--- src/hw/drtp_defs.svh ---
// Constants for the ramp time and torque limit parameter register bank.
`ifndef DRTP_DEFS_SVH
`define DRTP_DEFS_SVH

// ==========================================================
// Register indices on the communications port
`define DRTP_IDX_ACCEL        2'h0
`define DRTP_IDX_DECEL        2'h1
`define DRTP_IDX_DRIVE_TQ     2'h2
`define DRTP_IDX_BRAKE_TQ     2'h3

// ==========================================================
// Permitted ranges, in steps of each register's resolution
`define DRTP_TIME_MIN         16'h0000
`define DRTP_TIME_MAX         16'h8CA0
`define DRTP_TQ_MIN           16'h07D0
`define DRTP_TQ_MAX           16'h3A98
`define DRTP_TQ_SPECIAL       16'h03E7

// ==========================================================
// Time truncation: from this value on only whole seconds stay
`define DRTP_TRUNC_MIN        16'h03E8
`define DRTP_TRUNC_STEP       16'h000A

// ==========================================================
// Reset values of the four settings
`define DRTP_RST_ACCEL        16'h0064
`define DRTP_RST_DECEL        16'h0064
`define DRTP_RST_DRIVE_TQ     16'h03E7
`define DRTP_RST_BRAKE_TQ     16'h03E7

`endif

--- src/hw/drtp_pkg.sv ---
// Types shared by the ramp time and torque limit parameter register bank.
package drtp_pkg;

  // ==========================================================
  // Register selector
  typedef enum logic [1:0] {
    DRTP_SEL_ACCEL    = 2'b00,
    DRTP_SEL_DECEL    = 2'b01,
    DRTP_SEL_DRIVE_TQ = 2'b10,
    DRTP_SEL_BRAKE_TQ = 2'b11
  } drtp_sel_t;

  // ==========================================================
  // Write request: register selector and value
  typedef struct packed {
    drtp_sel_t   sel;
    logic [15:0] data;
  } drtp_req_t;

  // ==========================================================
  // Write answer towards the communications side
  typedef struct packed {
    logic ack;
    logic err;
  } drtp_resp_t;

endpackage

--- src/hw/drtp_trunc.sv ---
// Drops the tenths of a ramp time once the time reaches four digits.
`timescale 1ns/10ps
`default_nettype none
`include "drtp_defs.svh"

module drtp_trunc #(
  parameter int DATA_W = 16
) (
  // Value as written
  input  wire logic [DATA_W-1:0] in_val,
  // Value as stored
  output logic      [DATA_W-1:0] out_val
);

  logic [DATA_W-1:0] rem;

  // The truncation constants need at least sixteen bits.
  generate
    if (DATA_W < 16) begin : g_bad_width
      $error("drtp_trunc needs a data width of at least 16");
    end
  endgenerate

  // Truncate towards zero, never round: 123.4 s becomes 123.0 s.
  always_comb begin
    rem = in_val % DATA_W'(`DRTP_TRUNC_STEP);
    if (in_val >= DATA_W'(`DRTP_TRUNC_MIN)) begin
      out_val = in_val - rem;
    end else begin
      out_val = in_val;
    end
  end

endmodule
`default_nettype wire

--- src/hw/drtp_regs.sv ---
// Ramp time and torque limit parameter registers with range check.
//
// Function
// - Ramp time registers take 0 to 3600.0 s in 0.1 s steps.
// - Torque limit registers take 20.00 to 150.00 percent, or 999.
// - Out-of-range writes are refused and answered with an error.
// - Accepted ramp time writes update the internal first ramp times.
// - Accepted torque limit writes update the internal torque limits.
// - Keypad changes of the settings are reflected in register reads.
// - Ramp time writes of 100.0 s and more lose their tenths, truncated to whole seconds.
// - All four registers are readable and writable over the link.
`timescale 1ns/10ps
`default_nettype none
`include "drtp_defs.svh"

module drtp_regs #(
  parameter int DATA_W = 16
) (
  // Clock and reset
  input  wire logic                   mclk,
  input  wire logic                   rst_n,
  // Communications write port
  input  wire logic                   comm_wr_en,
  input  wire drtp_pkg::drtp_req_t    comm_wr,
  output drtp_pkg::drtp_resp_t        comm_wr_resp,
  // Communications read port
  input  wire logic                   comm_rd_en,
  input  wire drtp_pkg::drtp_sel_t    comm_rd_sel,
  output logic                        comm_rd_valid,
  output logic        [DATA_W-1:0]    comm_rd_data,
  // Keypad edits of the internal settings
  input  wire logic                   kp_wr_en,
  input  wire drtp_pkg::drtp_req_t    kp_wr,
  // Internal settings used by the drive
  output logic        [DATA_W-1:0]    internal_accel_time_1,
  output logic        [DATA_W-1:0]    internal_decel_time_1,
  output logic        [DATA_W-1:0]    internal_drive_torque_limit,
  output logic        [DATA_W-1:0]    internal_brake_torque_limit
);
  import drtp_pkg::*;

  // ==========================================================
  // Elaboration check
  generate
    if (DATA_W != 16) begin : g_bad_width
      $error("drtp_regs serves a data width of 16 only");
    end
  endgenerate

  // ==========================================================
  // Declarations
  localparam int NREG = 4;

  logic [DATA_W-1:0] param_ff     [NREG];
  logic [DATA_W-1:0] nxt_param    [NREG];
  logic [DATA_W-1:0] trunc_val;
  logic [DATA_W-1:0] store_val;
  logic              is_time;
  logic              in_range;
  logic              accept;
  drtp_resp_t        resp_ff;
  drtp_resp_t        nxt_resp;
  logic              rd_valid_ff;
  logic              nxt_rd_valid;
  logic [DATA_W-1:0] rd_data_ff;
  logic [DATA_W-1:0] nxt_rd_data;

  // Reset values per register, constants so the reset branch stays constant.
  localparam logic [DATA_W-1:0] RST_VAL [NREG] = '{
    `DRTP_RST_ACCEL,
    `DRTP_RST_DECEL,
    `DRTP_RST_DRIVE_TQ,
    `DRTP_RST_BRAKE_TQ
  };

  // ==========================================================
  // Write value path
  // The truncator works on every ramp time written over the link.
  drtp_trunc #(
    .DATA_W (DATA_W)
  ) u_trunc (
    .in_val  (comm_wr.data),
    .out_val (trunc_val)
  );

  // Range check and choice of the value to store.
  always_comb begin
    is_time = (comm_wr.sel == DRTP_SEL_ACCEL) || (comm_wr.sel == DRTP_SEL_DECEL);
    if (is_time) begin
      in_range = (comm_wr.data <= `DRTP_TIME_MAX);
    end else begin
      in_range = ((comm_wr.data >= `DRTP_TQ_MIN) && (comm_wr.data <= `DRTP_TQ_MAX))
              || (comm_wr.data == `DRTP_TQ_SPECIAL);
    end
    accept    = comm_wr_en && in_range;
    store_val = is_time ? trunc_val : comm_wr.data;
  end

  // ==========================================================
  // Parameter storage, one register per setting
  // A keypad edit in the same cycle as a link write to the same
  // register wins, since the operator stands at the machine.
  generate
    for (genvar gi = 0; gi < NREG; gi++) begin : g_param
      always_comb begin
        nxt_param[gi] = param_ff[gi];
        if (kp_wr_en && (kp_wr.sel == drtp_sel_t'(gi))) begin
          nxt_param[gi] = kp_wr.data;
        end else if (accept && (comm_wr.sel == drtp_sel_t'(gi))) begin
          nxt_param[gi] = store_val;
        end
      end

      always_ff @(posedge mclk or negedge rst_n) begin
        if (!rst_n) begin
          param_ff[gi] <= RST_VAL[gi];
        end else begin
          param_ff[gi] <= nxt_param[gi];
        end
      end
    end
  endgenerate

  // Internal settings are the stored registers themselves.
  assign internal_accel_time_1       = param_ff[0];
  assign internal_decel_time_1       = param_ff[1];
  assign internal_drive_torque_limit = param_ff[2];
  assign internal_brake_torque_limit = param_ff[3];

  // ==========================================================
  // Answers on the communications side
  // Write answers and read data are one-cycle, registered answers.
  always_comb begin
    nxt_resp.ack = accept;
    nxt_resp.err = comm_wr_en && !in_range;
    nxt_rd_valid = comm_rd_en;
    nxt_rd_data  = rd_data_ff;
    if (comm_rd_en) begin
      nxt_rd_data = param_ff[comm_rd_sel];
    end
  end

  always_ff @(posedge mclk or negedge rst_n) begin
    if (!rst_n) begin
      resp_ff     <= '0;
      rd_valid_ff <= 1'b0;
      rd_data_ff  <= '0;
    end else begin
      resp_ff     <= nxt_resp;
      rd_valid_ff <= nxt_rd_valid;
      rd_data_ff  <= nxt_rd_data;
    end
  end

  assign comm_wr_resp  = resp_ff;
  assign comm_rd_valid = rd_valid_ff;
  assign comm_rd_data  = rd_data_ff;

  // ==========================================================
  // Assertions
  // Accepted ramp time writes never leave the time range.
  property p_time_range;
    @(posedge mclk) disable iff (!rst_n)
      (comm_wr_en && is_time && !kp_wr_en && comm_wr_resp.ack == 1'b0)
      ##1 comm_wr_resp.ack |-> ($past(comm_wr.data) <= `DRTP_TIME_MAX);
  endproperty
  a_time_range: assert property (p_time_range)
    else $error("ramp time accepted outside its range");

  // Torque writes beyond the bounds, other than 999, are refused.
  property p_tq_range;
    @(posedge mclk) disable iff (!rst_n)
      (comm_wr_en && !is_time
       && (comm_wr.data < `DRTP_TQ_MIN || comm_wr.data > `DRTP_TQ_MAX)
       && comm_wr.data != `DRTP_TQ_SPECIAL)
      |=> comm_wr_resp.err && !comm_wr_resp.ack;
  endproperty
  a_tq_range: assert property (p_tq_range)
    else $error("torque limit outside range not refused");

  // A refused write leaves the target register untouched.
  property p_reject;
    @(posedge mclk) disable iff (!rst_n)
      (comm_wr_en && !in_range && !kp_wr_en)
      |=> comm_wr_resp.err && $stable(internal_accel_time_1) && $stable(internal_decel_time_1)
          && $stable(internal_drive_torque_limit) && $stable(internal_brake_torque_limit);
  endproperty
  a_reject: assert property (p_reject)
    else $error("refused write changed a register");

  // Accepted acceleration write reaches the internal setting.
  property p_accel_upd;
    @(posedge mclk) disable iff (!rst_n)
      (accept && comm_wr.sel == DRTP_SEL_ACCEL && !kp_wr_en)
      |=> comm_wr_resp.ack && internal_accel_time_1 == $past(trunc_val);
  endproperty
  a_accel_upd: assert property (p_accel_upd)
    else $error("acceleration time not updated");

  // Accepted deceleration write reaches the internal setting.
  property p_decel_upd;
    @(posedge mclk) disable iff (!rst_n)
      (accept && comm_wr.sel == DRTP_SEL_DECEL && !kp_wr_en)
      |=> internal_decel_time_1 == $past(trunc_val);
  endproperty
  a_decel_upd: assert property (p_decel_upd)
    else $error("deceleration time not updated");

  // Accepted braking torque limit writes land in their setting, the drive limit unchanged.
  property p_tq_upd;
    @(posedge mclk) disable iff (!rst_n)
      (accept && comm_wr.sel == DRTP_SEL_BRAKE_TQ && !kp_wr_en)
      |=> internal_brake_torque_limit == $past(comm_wr.data)
          && $stable(internal_drive_torque_limit);
  endproperty
  a_tq_upd: assert property (p_tq_upd)
    else $error("braking torque limit not updated");

  // A keypad edit shows up in a read two cycles later.
  property p_kp_reflect;
    @(posedge mclk) disable iff (!rst_n)
      (kp_wr_en && kp_wr.sel == DRTP_SEL_DRIVE_TQ)
      ##1 (comm_rd_en && comm_rd_sel == DRTP_SEL_DRIVE_TQ && !kp_wr_en
           && !(comm_wr_en))
      |=> comm_rd_valid && comm_rd_data == $past(kp_wr.data, 2);
  endproperty
  a_kp_reflect: assert property (p_kp_reflect)
    else $error("keypad edit not visible on the link");

  // Long ramp times lose their tenths.
  property p_trunc;
    @(posedge mclk) disable iff (!rst_n)
      (accept && is_time && comm_wr.data >= `DRTP_TRUNC_MIN && !kp_wr_en)
      |=> param_ff[$past(comm_wr.sel)] % `DRTP_TRUNC_STEP == 16'h0000
          && param_ff[$past(comm_wr.sel)] <= $past(comm_wr.data);
  endproperty
  a_trunc: assert property (p_trunc)
    else $error("ramp time not truncated");

  // Every read is answered the next cycle with the stored value.
  property p_read;
    @(posedge mclk) disable iff (!rst_n)
      comm_rd_en |=> comm_rd_valid
        && comm_rd_data == $past(param_ff[comm_rd_sel]);
  endproperty
  a_read: assert property (p_read)
    else $error("read answer wrong or late");

  // Torque values are stored as raw step counts, unscaled.
  property p_raw_count;
    @(posedge mclk) disable iff (!rst_n)
      (accept && comm_wr.sel == DRTP_SEL_DRIVE_TQ && !kp_wr_en)
      |=> internal_drive_torque_limit == $past(comm_wr.data)
          ##1 (!comm_wr_resp.ack || comm_wr_resp.err == 1'b0);
  endproperty
  a_raw_count: assert property (p_raw_count)
    else $error("torque value not stored as raw count");

  // Acknowledge and error never answer the same write.
  property p_resp_excl;
    @(posedge mclk) disable iff (!rst_n)
      !(comm_wr_resp.ack && comm_wr_resp.err);
  endproperty
  a_resp_excl: assert property (p_resp_excl)
    else $error("write both accepted and refused");

  // Read data holds between reads, and valid only answers a read.
  property p_rd_hold;
    @(posedge mclk) disable iff (!rst_n)
      !comm_rd_en |=> !comm_rd_valid && $stable(comm_rd_data);
  endproperty
  a_rd_hold: assert property (p_rd_hold)
    else $error("read answer changed without a read");

  // A keypad edit is stored as given, neither checked nor truncated.
  property p_kp_store;
    @(posedge mclk) disable iff (!rst_n)
      (kp_wr_en && kp_wr.sel == DRTP_SEL_ACCEL)
      |=> internal_accel_time_1 == $past(kp_wr.data);
  endproperty
  a_kp_store: assert property (p_kp_store)
    else $error("keypad edit not stored as given");

  // Ramp times under four digits are stored exactly as written.
  property p_short_time;
    @(posedge mclk) disable iff (!rst_n)
      (accept && comm_wr.sel == DRTP_SEL_DECEL && comm_wr.data < `DRTP_TRUNC_MIN && !kp_wr_en)
      |=> internal_decel_time_1 == $past(comm_wr.data);
  endproperty
  a_short_time: assert property (p_short_time)
    else $error("short ramp time altered");

  // ==========================================================
  // Coverage of the main scenarios
  c_special: cover property (@(posedge mclk) disable iff (!rst_n)
    accept && comm_wr.data == `DRTP_TQ_SPECIAL);
  c_trunc: cover property (@(posedge mclk) disable iff (!rst_n)
    accept && is_time && trunc_val != comm_wr.data);
  c_reject: cover property (@(posedge mclk) disable iff (!rst_n)
    comm_wr_en && !in_range);
  c_kp_clash: cover property (@(posedge mclk) disable iff (!rst_n)
    accept && kp_wr_en && kp_wr.sel == comm_wr.sel);
  c_kp_read: cover property (@(posedge mclk) disable iff (!rst_n)
    kp_wr_en ##1 comm_rd_en);

endmodule
`default_nettype wire

--- config.mk ---
export PLATFORM = sky130hd
export DESIGN_NAME = drtp_regs
export DESIGN_NICKNAME = d
export VERILOG_FILES = /design/src/hw/drtp_pkg.sv /design/src/hw/drtp_trunc.sv /design/src/hw/drtp_regs.sv
export VERILOG_INCLUDE_DIRS = /design/src /design/src/hw
export SDC_FILE = /design/constraint.sdc
export NUM_CORES = 1
export LEC_CHECK = 0
export BUFFER_PORTS_ARGS = -buffer_cell sky130_fd_sc_hd__buf_4
export CAP_MARGIN = 5
export CORE_ASPECT_RATIO = 1.25
export CORE_MARGIN = 1.5
export CORE_UTILIZATION = 25
export CTS_BUF_LIST = sky130_fd_sc_hd__clkbuf_16
export DETAILED_ROUTE_END_ITERATION = 6
export HOLD_SLACK_MARGIN = 0.02
export PLACE_DENSITY = 0.5
export RECOVER_POWER = 25
export REMOVE_ABC_BUFFERS = 1
export SYNTH_ARGS = -nofsm -noshare
export SYNTH_HDL_FRONTEND = slang
export SYNTH_HIERARCHICAL = 1
export SYNTH_SLANG_ARGS = --single-unit
--- constraint.sdc ---
create_clock -name mclk -period 2.1 [get_ports mclk]
set_clock_uncertainty 0.15 [all_clocks]
set_input_delay 0.105 -clock mclk [delete_from_list [all_inputs] [get_ports mclk]]
set_output_delay 0.105 -clock mclk [all_outputs]
set_load 0.01 [all_outputs]
==> results.toml <==
[run_status]
status = "finished, violations left"
violations = "negative setup slack"

[synthesis]
avgSynthCellArea_um2 = 8.59
synth_edf_count = 0
async_flop_share = 1.00
synth_top_cell_area_share = 0.210
synth_area_leaders = "dfrtp_1 (21%), dfstp_2 (8.0%), a31oi_1 (5.8%)"
yosysSeqAreaShare = 0.290
ys_ff_latch = 83
yosysWarnings = 6
syn_inst = 845
synth_top_area_cell = "dfrtp_1"
syn-cell-area_um2 = 7250
ys_types = 96
synth_ff_type = "dfrtp_1"

[critical_path]
path_max_fanout = 9
crit_type = "in -> reg"
crit_slowest_cell = "or3_4"
rr_worst_depth = 2
worstReg2RegEnd = "comm_rd_data[11]"
worst-endpoint-required_ps = 2220
end_kind = "flip-flop"
crit_path_frequent_cell = "buf_4"
slowest_delay_ps = 440
crit_path_start_kind = "input port"
cp_top_family = "compound AO/OA/AOI/OAI gates"
arrival_ps = 6680
r2r_setup_slack_ps = 660
critPathBufInv = 7
rr_startpoint = "internal_brake_torque_limit[11]"

[clocking]
cts-root-buf = "clkbuf_16"
cts_max_level = 3
cts_tree = "done"
cts_sinks = 83
clk_path_buf_depth = 2
numCtsBuffers = 9
clk_pin_slew_ps = 60
clock_latency_ps = 350

[sta]
whs_ps = 56.8
period_share = 3.12
worstMarginPinSlew_ps = 1180
setup_tns_ps = -112620
grt_setup_unrepaired = "true"
maxClockFrequency_ghz = 0.152
hold_viol_final = 0
fin_crit_ps = 6560
final.setup.worst_slack_ps = -4460
setup_violations = 30
relSlewSlack = 0.213
drv_slew = 0

[pwr]
p_leak_uw = 0.00466
p_int_uw = 5150
seq_power_share = 0.290
p_sw_frac = 0.352
power_frac_comb = 0.513
clockPowerShare = 0.197
peakVddDrop_mv = 0.385
p_sw_uw = 2800
p_per_area_nw_per_um2 = 696

[floorplan]
num_io_pins = 126
coreArea_um2 = 28500
start_util = 0.255
die_height_um = 193
rows = 69
die-area_um2 = 30100
die-width_um = 155

[final_layout]
layout_commonest_cell = "buf_4"
num_antenna_cells = 0
area_growth_pct = 57.3
final_util = 0.401
fin_nets = 1213
drive_gt1_frac = 0.471
layout_common_cells = "buf_4 (317), nor2_1 (85), a31oi_1 (66)"
stdcell_area_um2 = 11400

[placement]
hpwlAfterDp_um = 19800
place_area_um2 = 9840
gp_congestion = 0.865
port_buffers = 125

[drt]
first_pass_iters = 5
wl_per_cell_um = 18.8
drt_iter0_drc = 433
vias_per_cell = 5.42
num_vias = 8214
routed_wl_um = 28400
drc = 0
antenna_left = 0

[global_routing]
grt_pass1_wl_um = 44700
antenna_found_initial = 0
grt_max_degree = 36
grt_use_total = 0.183
met2_usage = 0.326
grt.busiest_layer = "met2"
met3_usage = 0.0128
grtUsageMet1 = 0.237
overflow = 0
grt_pass1_vias = 8111

[min_path]
whs_endpoint = "internal_drive_torque_limit[2]"
whs_path_depth = 4
hold_path.startpoint = "comm_wr[2]"
hold_path_class = "in -> reg"

[flow_run]
max_cap_violations = 0
[per-layer routing]
| layer | wire length, µm | vias up |
|---|---|---|
| met3 | 1120 | 35 |
| met4 | 591 | 0 |
| met1 | 12300 | 4001 |
| met5 | 0 | - |
| li1 | - | 3950 |
| met2 | 14500 | 228 |
[final cells by class]
class / instances / area (µm²)
Timing Repair Buffer: 377 / 3150
Sequential cell: 83 / 2100
Clock inverter: 7 / 60.1
Inverter: 30 / 113
Fill cell: 2866 / 17100
Clock buffer: 9 / 225
Tap cell: 355 / 444
Multi-Input combinational cell: 654 / 5320
[what timing repair did]
action | 4_1_cts | 5_1_grt
hold buffers | 20 | 0
gates resized for setup | 117 | 51
endpoints found under the hold margin | 130 | 0
setup buffers | 57 | 16
gates cloned | 3 | 3
setup endpoints to repair | 30 | 63
pin swaps | 82 | 59
[stage by stage]
stage	worst slack, ps	std cells	power [µW]
floorplan	-5010	767	3850
global route	-4800	1515	8410
CTS	-4480	1500	7720
global placement	-5610	1436	5640
finish	-4460	1515	7950
detailed placement	-5590	1436	5670
[power by group through the flow]
| stage | Combinational [µW] | Clock [µW] | Sequential [µW] |
|---|---|---|---|
| after floorplan | 1430 | 0 | 2420 |
| after global placement | 3310 | 0 | 2330 |
| after detailed placement | 3330 | 0 | 2340 |
| after CTS | 3820 | 1590 | 2310 |
| after global routing | 4410 | 1650 | 2350 |
| final | 4080 | 1570 | 2300 |
[how the worst max path moves through the flow]
stage	start	end	slack (ps)	depth (start not counted)
after floorplan	comm_wr[12]	internal_decel_time_1[15]	-5010	31
after global placement	comm_wr[11]	internal_decel_time_1[14]	-5610	34
after detailed placement	comm_wr[11]	internal_decel_time_1[14]	-5590	34
after CTS	comm_wr[12]	internal_decel_time_1[14]	-4480	36
after global routing	comm_wr[14]	internal_decel_time_1[14]	-4800	39
final	comm_wr[14]	internal_decel_time_1[14]	-4460	37
[flip-flops by register name (all words and copies together) (netlist names)]
signal,flops
comm_rd_data,16
comm_wr_resp,2
internal_accel_time_1,16
internal_drive_torque_limit,16
internal_brake_torque_limit,16
internal_decel_time_1,16
comm_rd_valid,1
[cells in the mapped netlist, drive strengths merged, types with 12 or more instances]
master	instances
nor2	92
a31oi	68
dfrtp	61
clkbuf	55
nand4	47
o31ai	42
nand2	37
o211ai	35
buf	33
inv	29
o2111ai	28
o21ai	24
dfstp	22
a21oi	19
mux2	17
nor3	17
mux4	16
ha	15
nand3	15
and3	12
[cell families (layout without fill, tap and decap cells)]
kind of cell    count (synthesis)  after routing  share of synthesized area
compound gates                293            293                      0.304
simple gates                  290            290                      0.216
buf+inv                       118            423                     0.0721
flops                          83             83                      0.290
mux                            37             37                     0.0816
fa+ha+maj                      16             16                     0.0273
xor+xnor                        7              7                    0.00845
other cells                     1             11                   0.000517
[worst min-delay path: stages]
cell and delay, ps:
buf_4 150, buf_4 140, o2111ai_1 70, a31oi_1 80
Note: power is estimated with default switching activity, not from simulation.
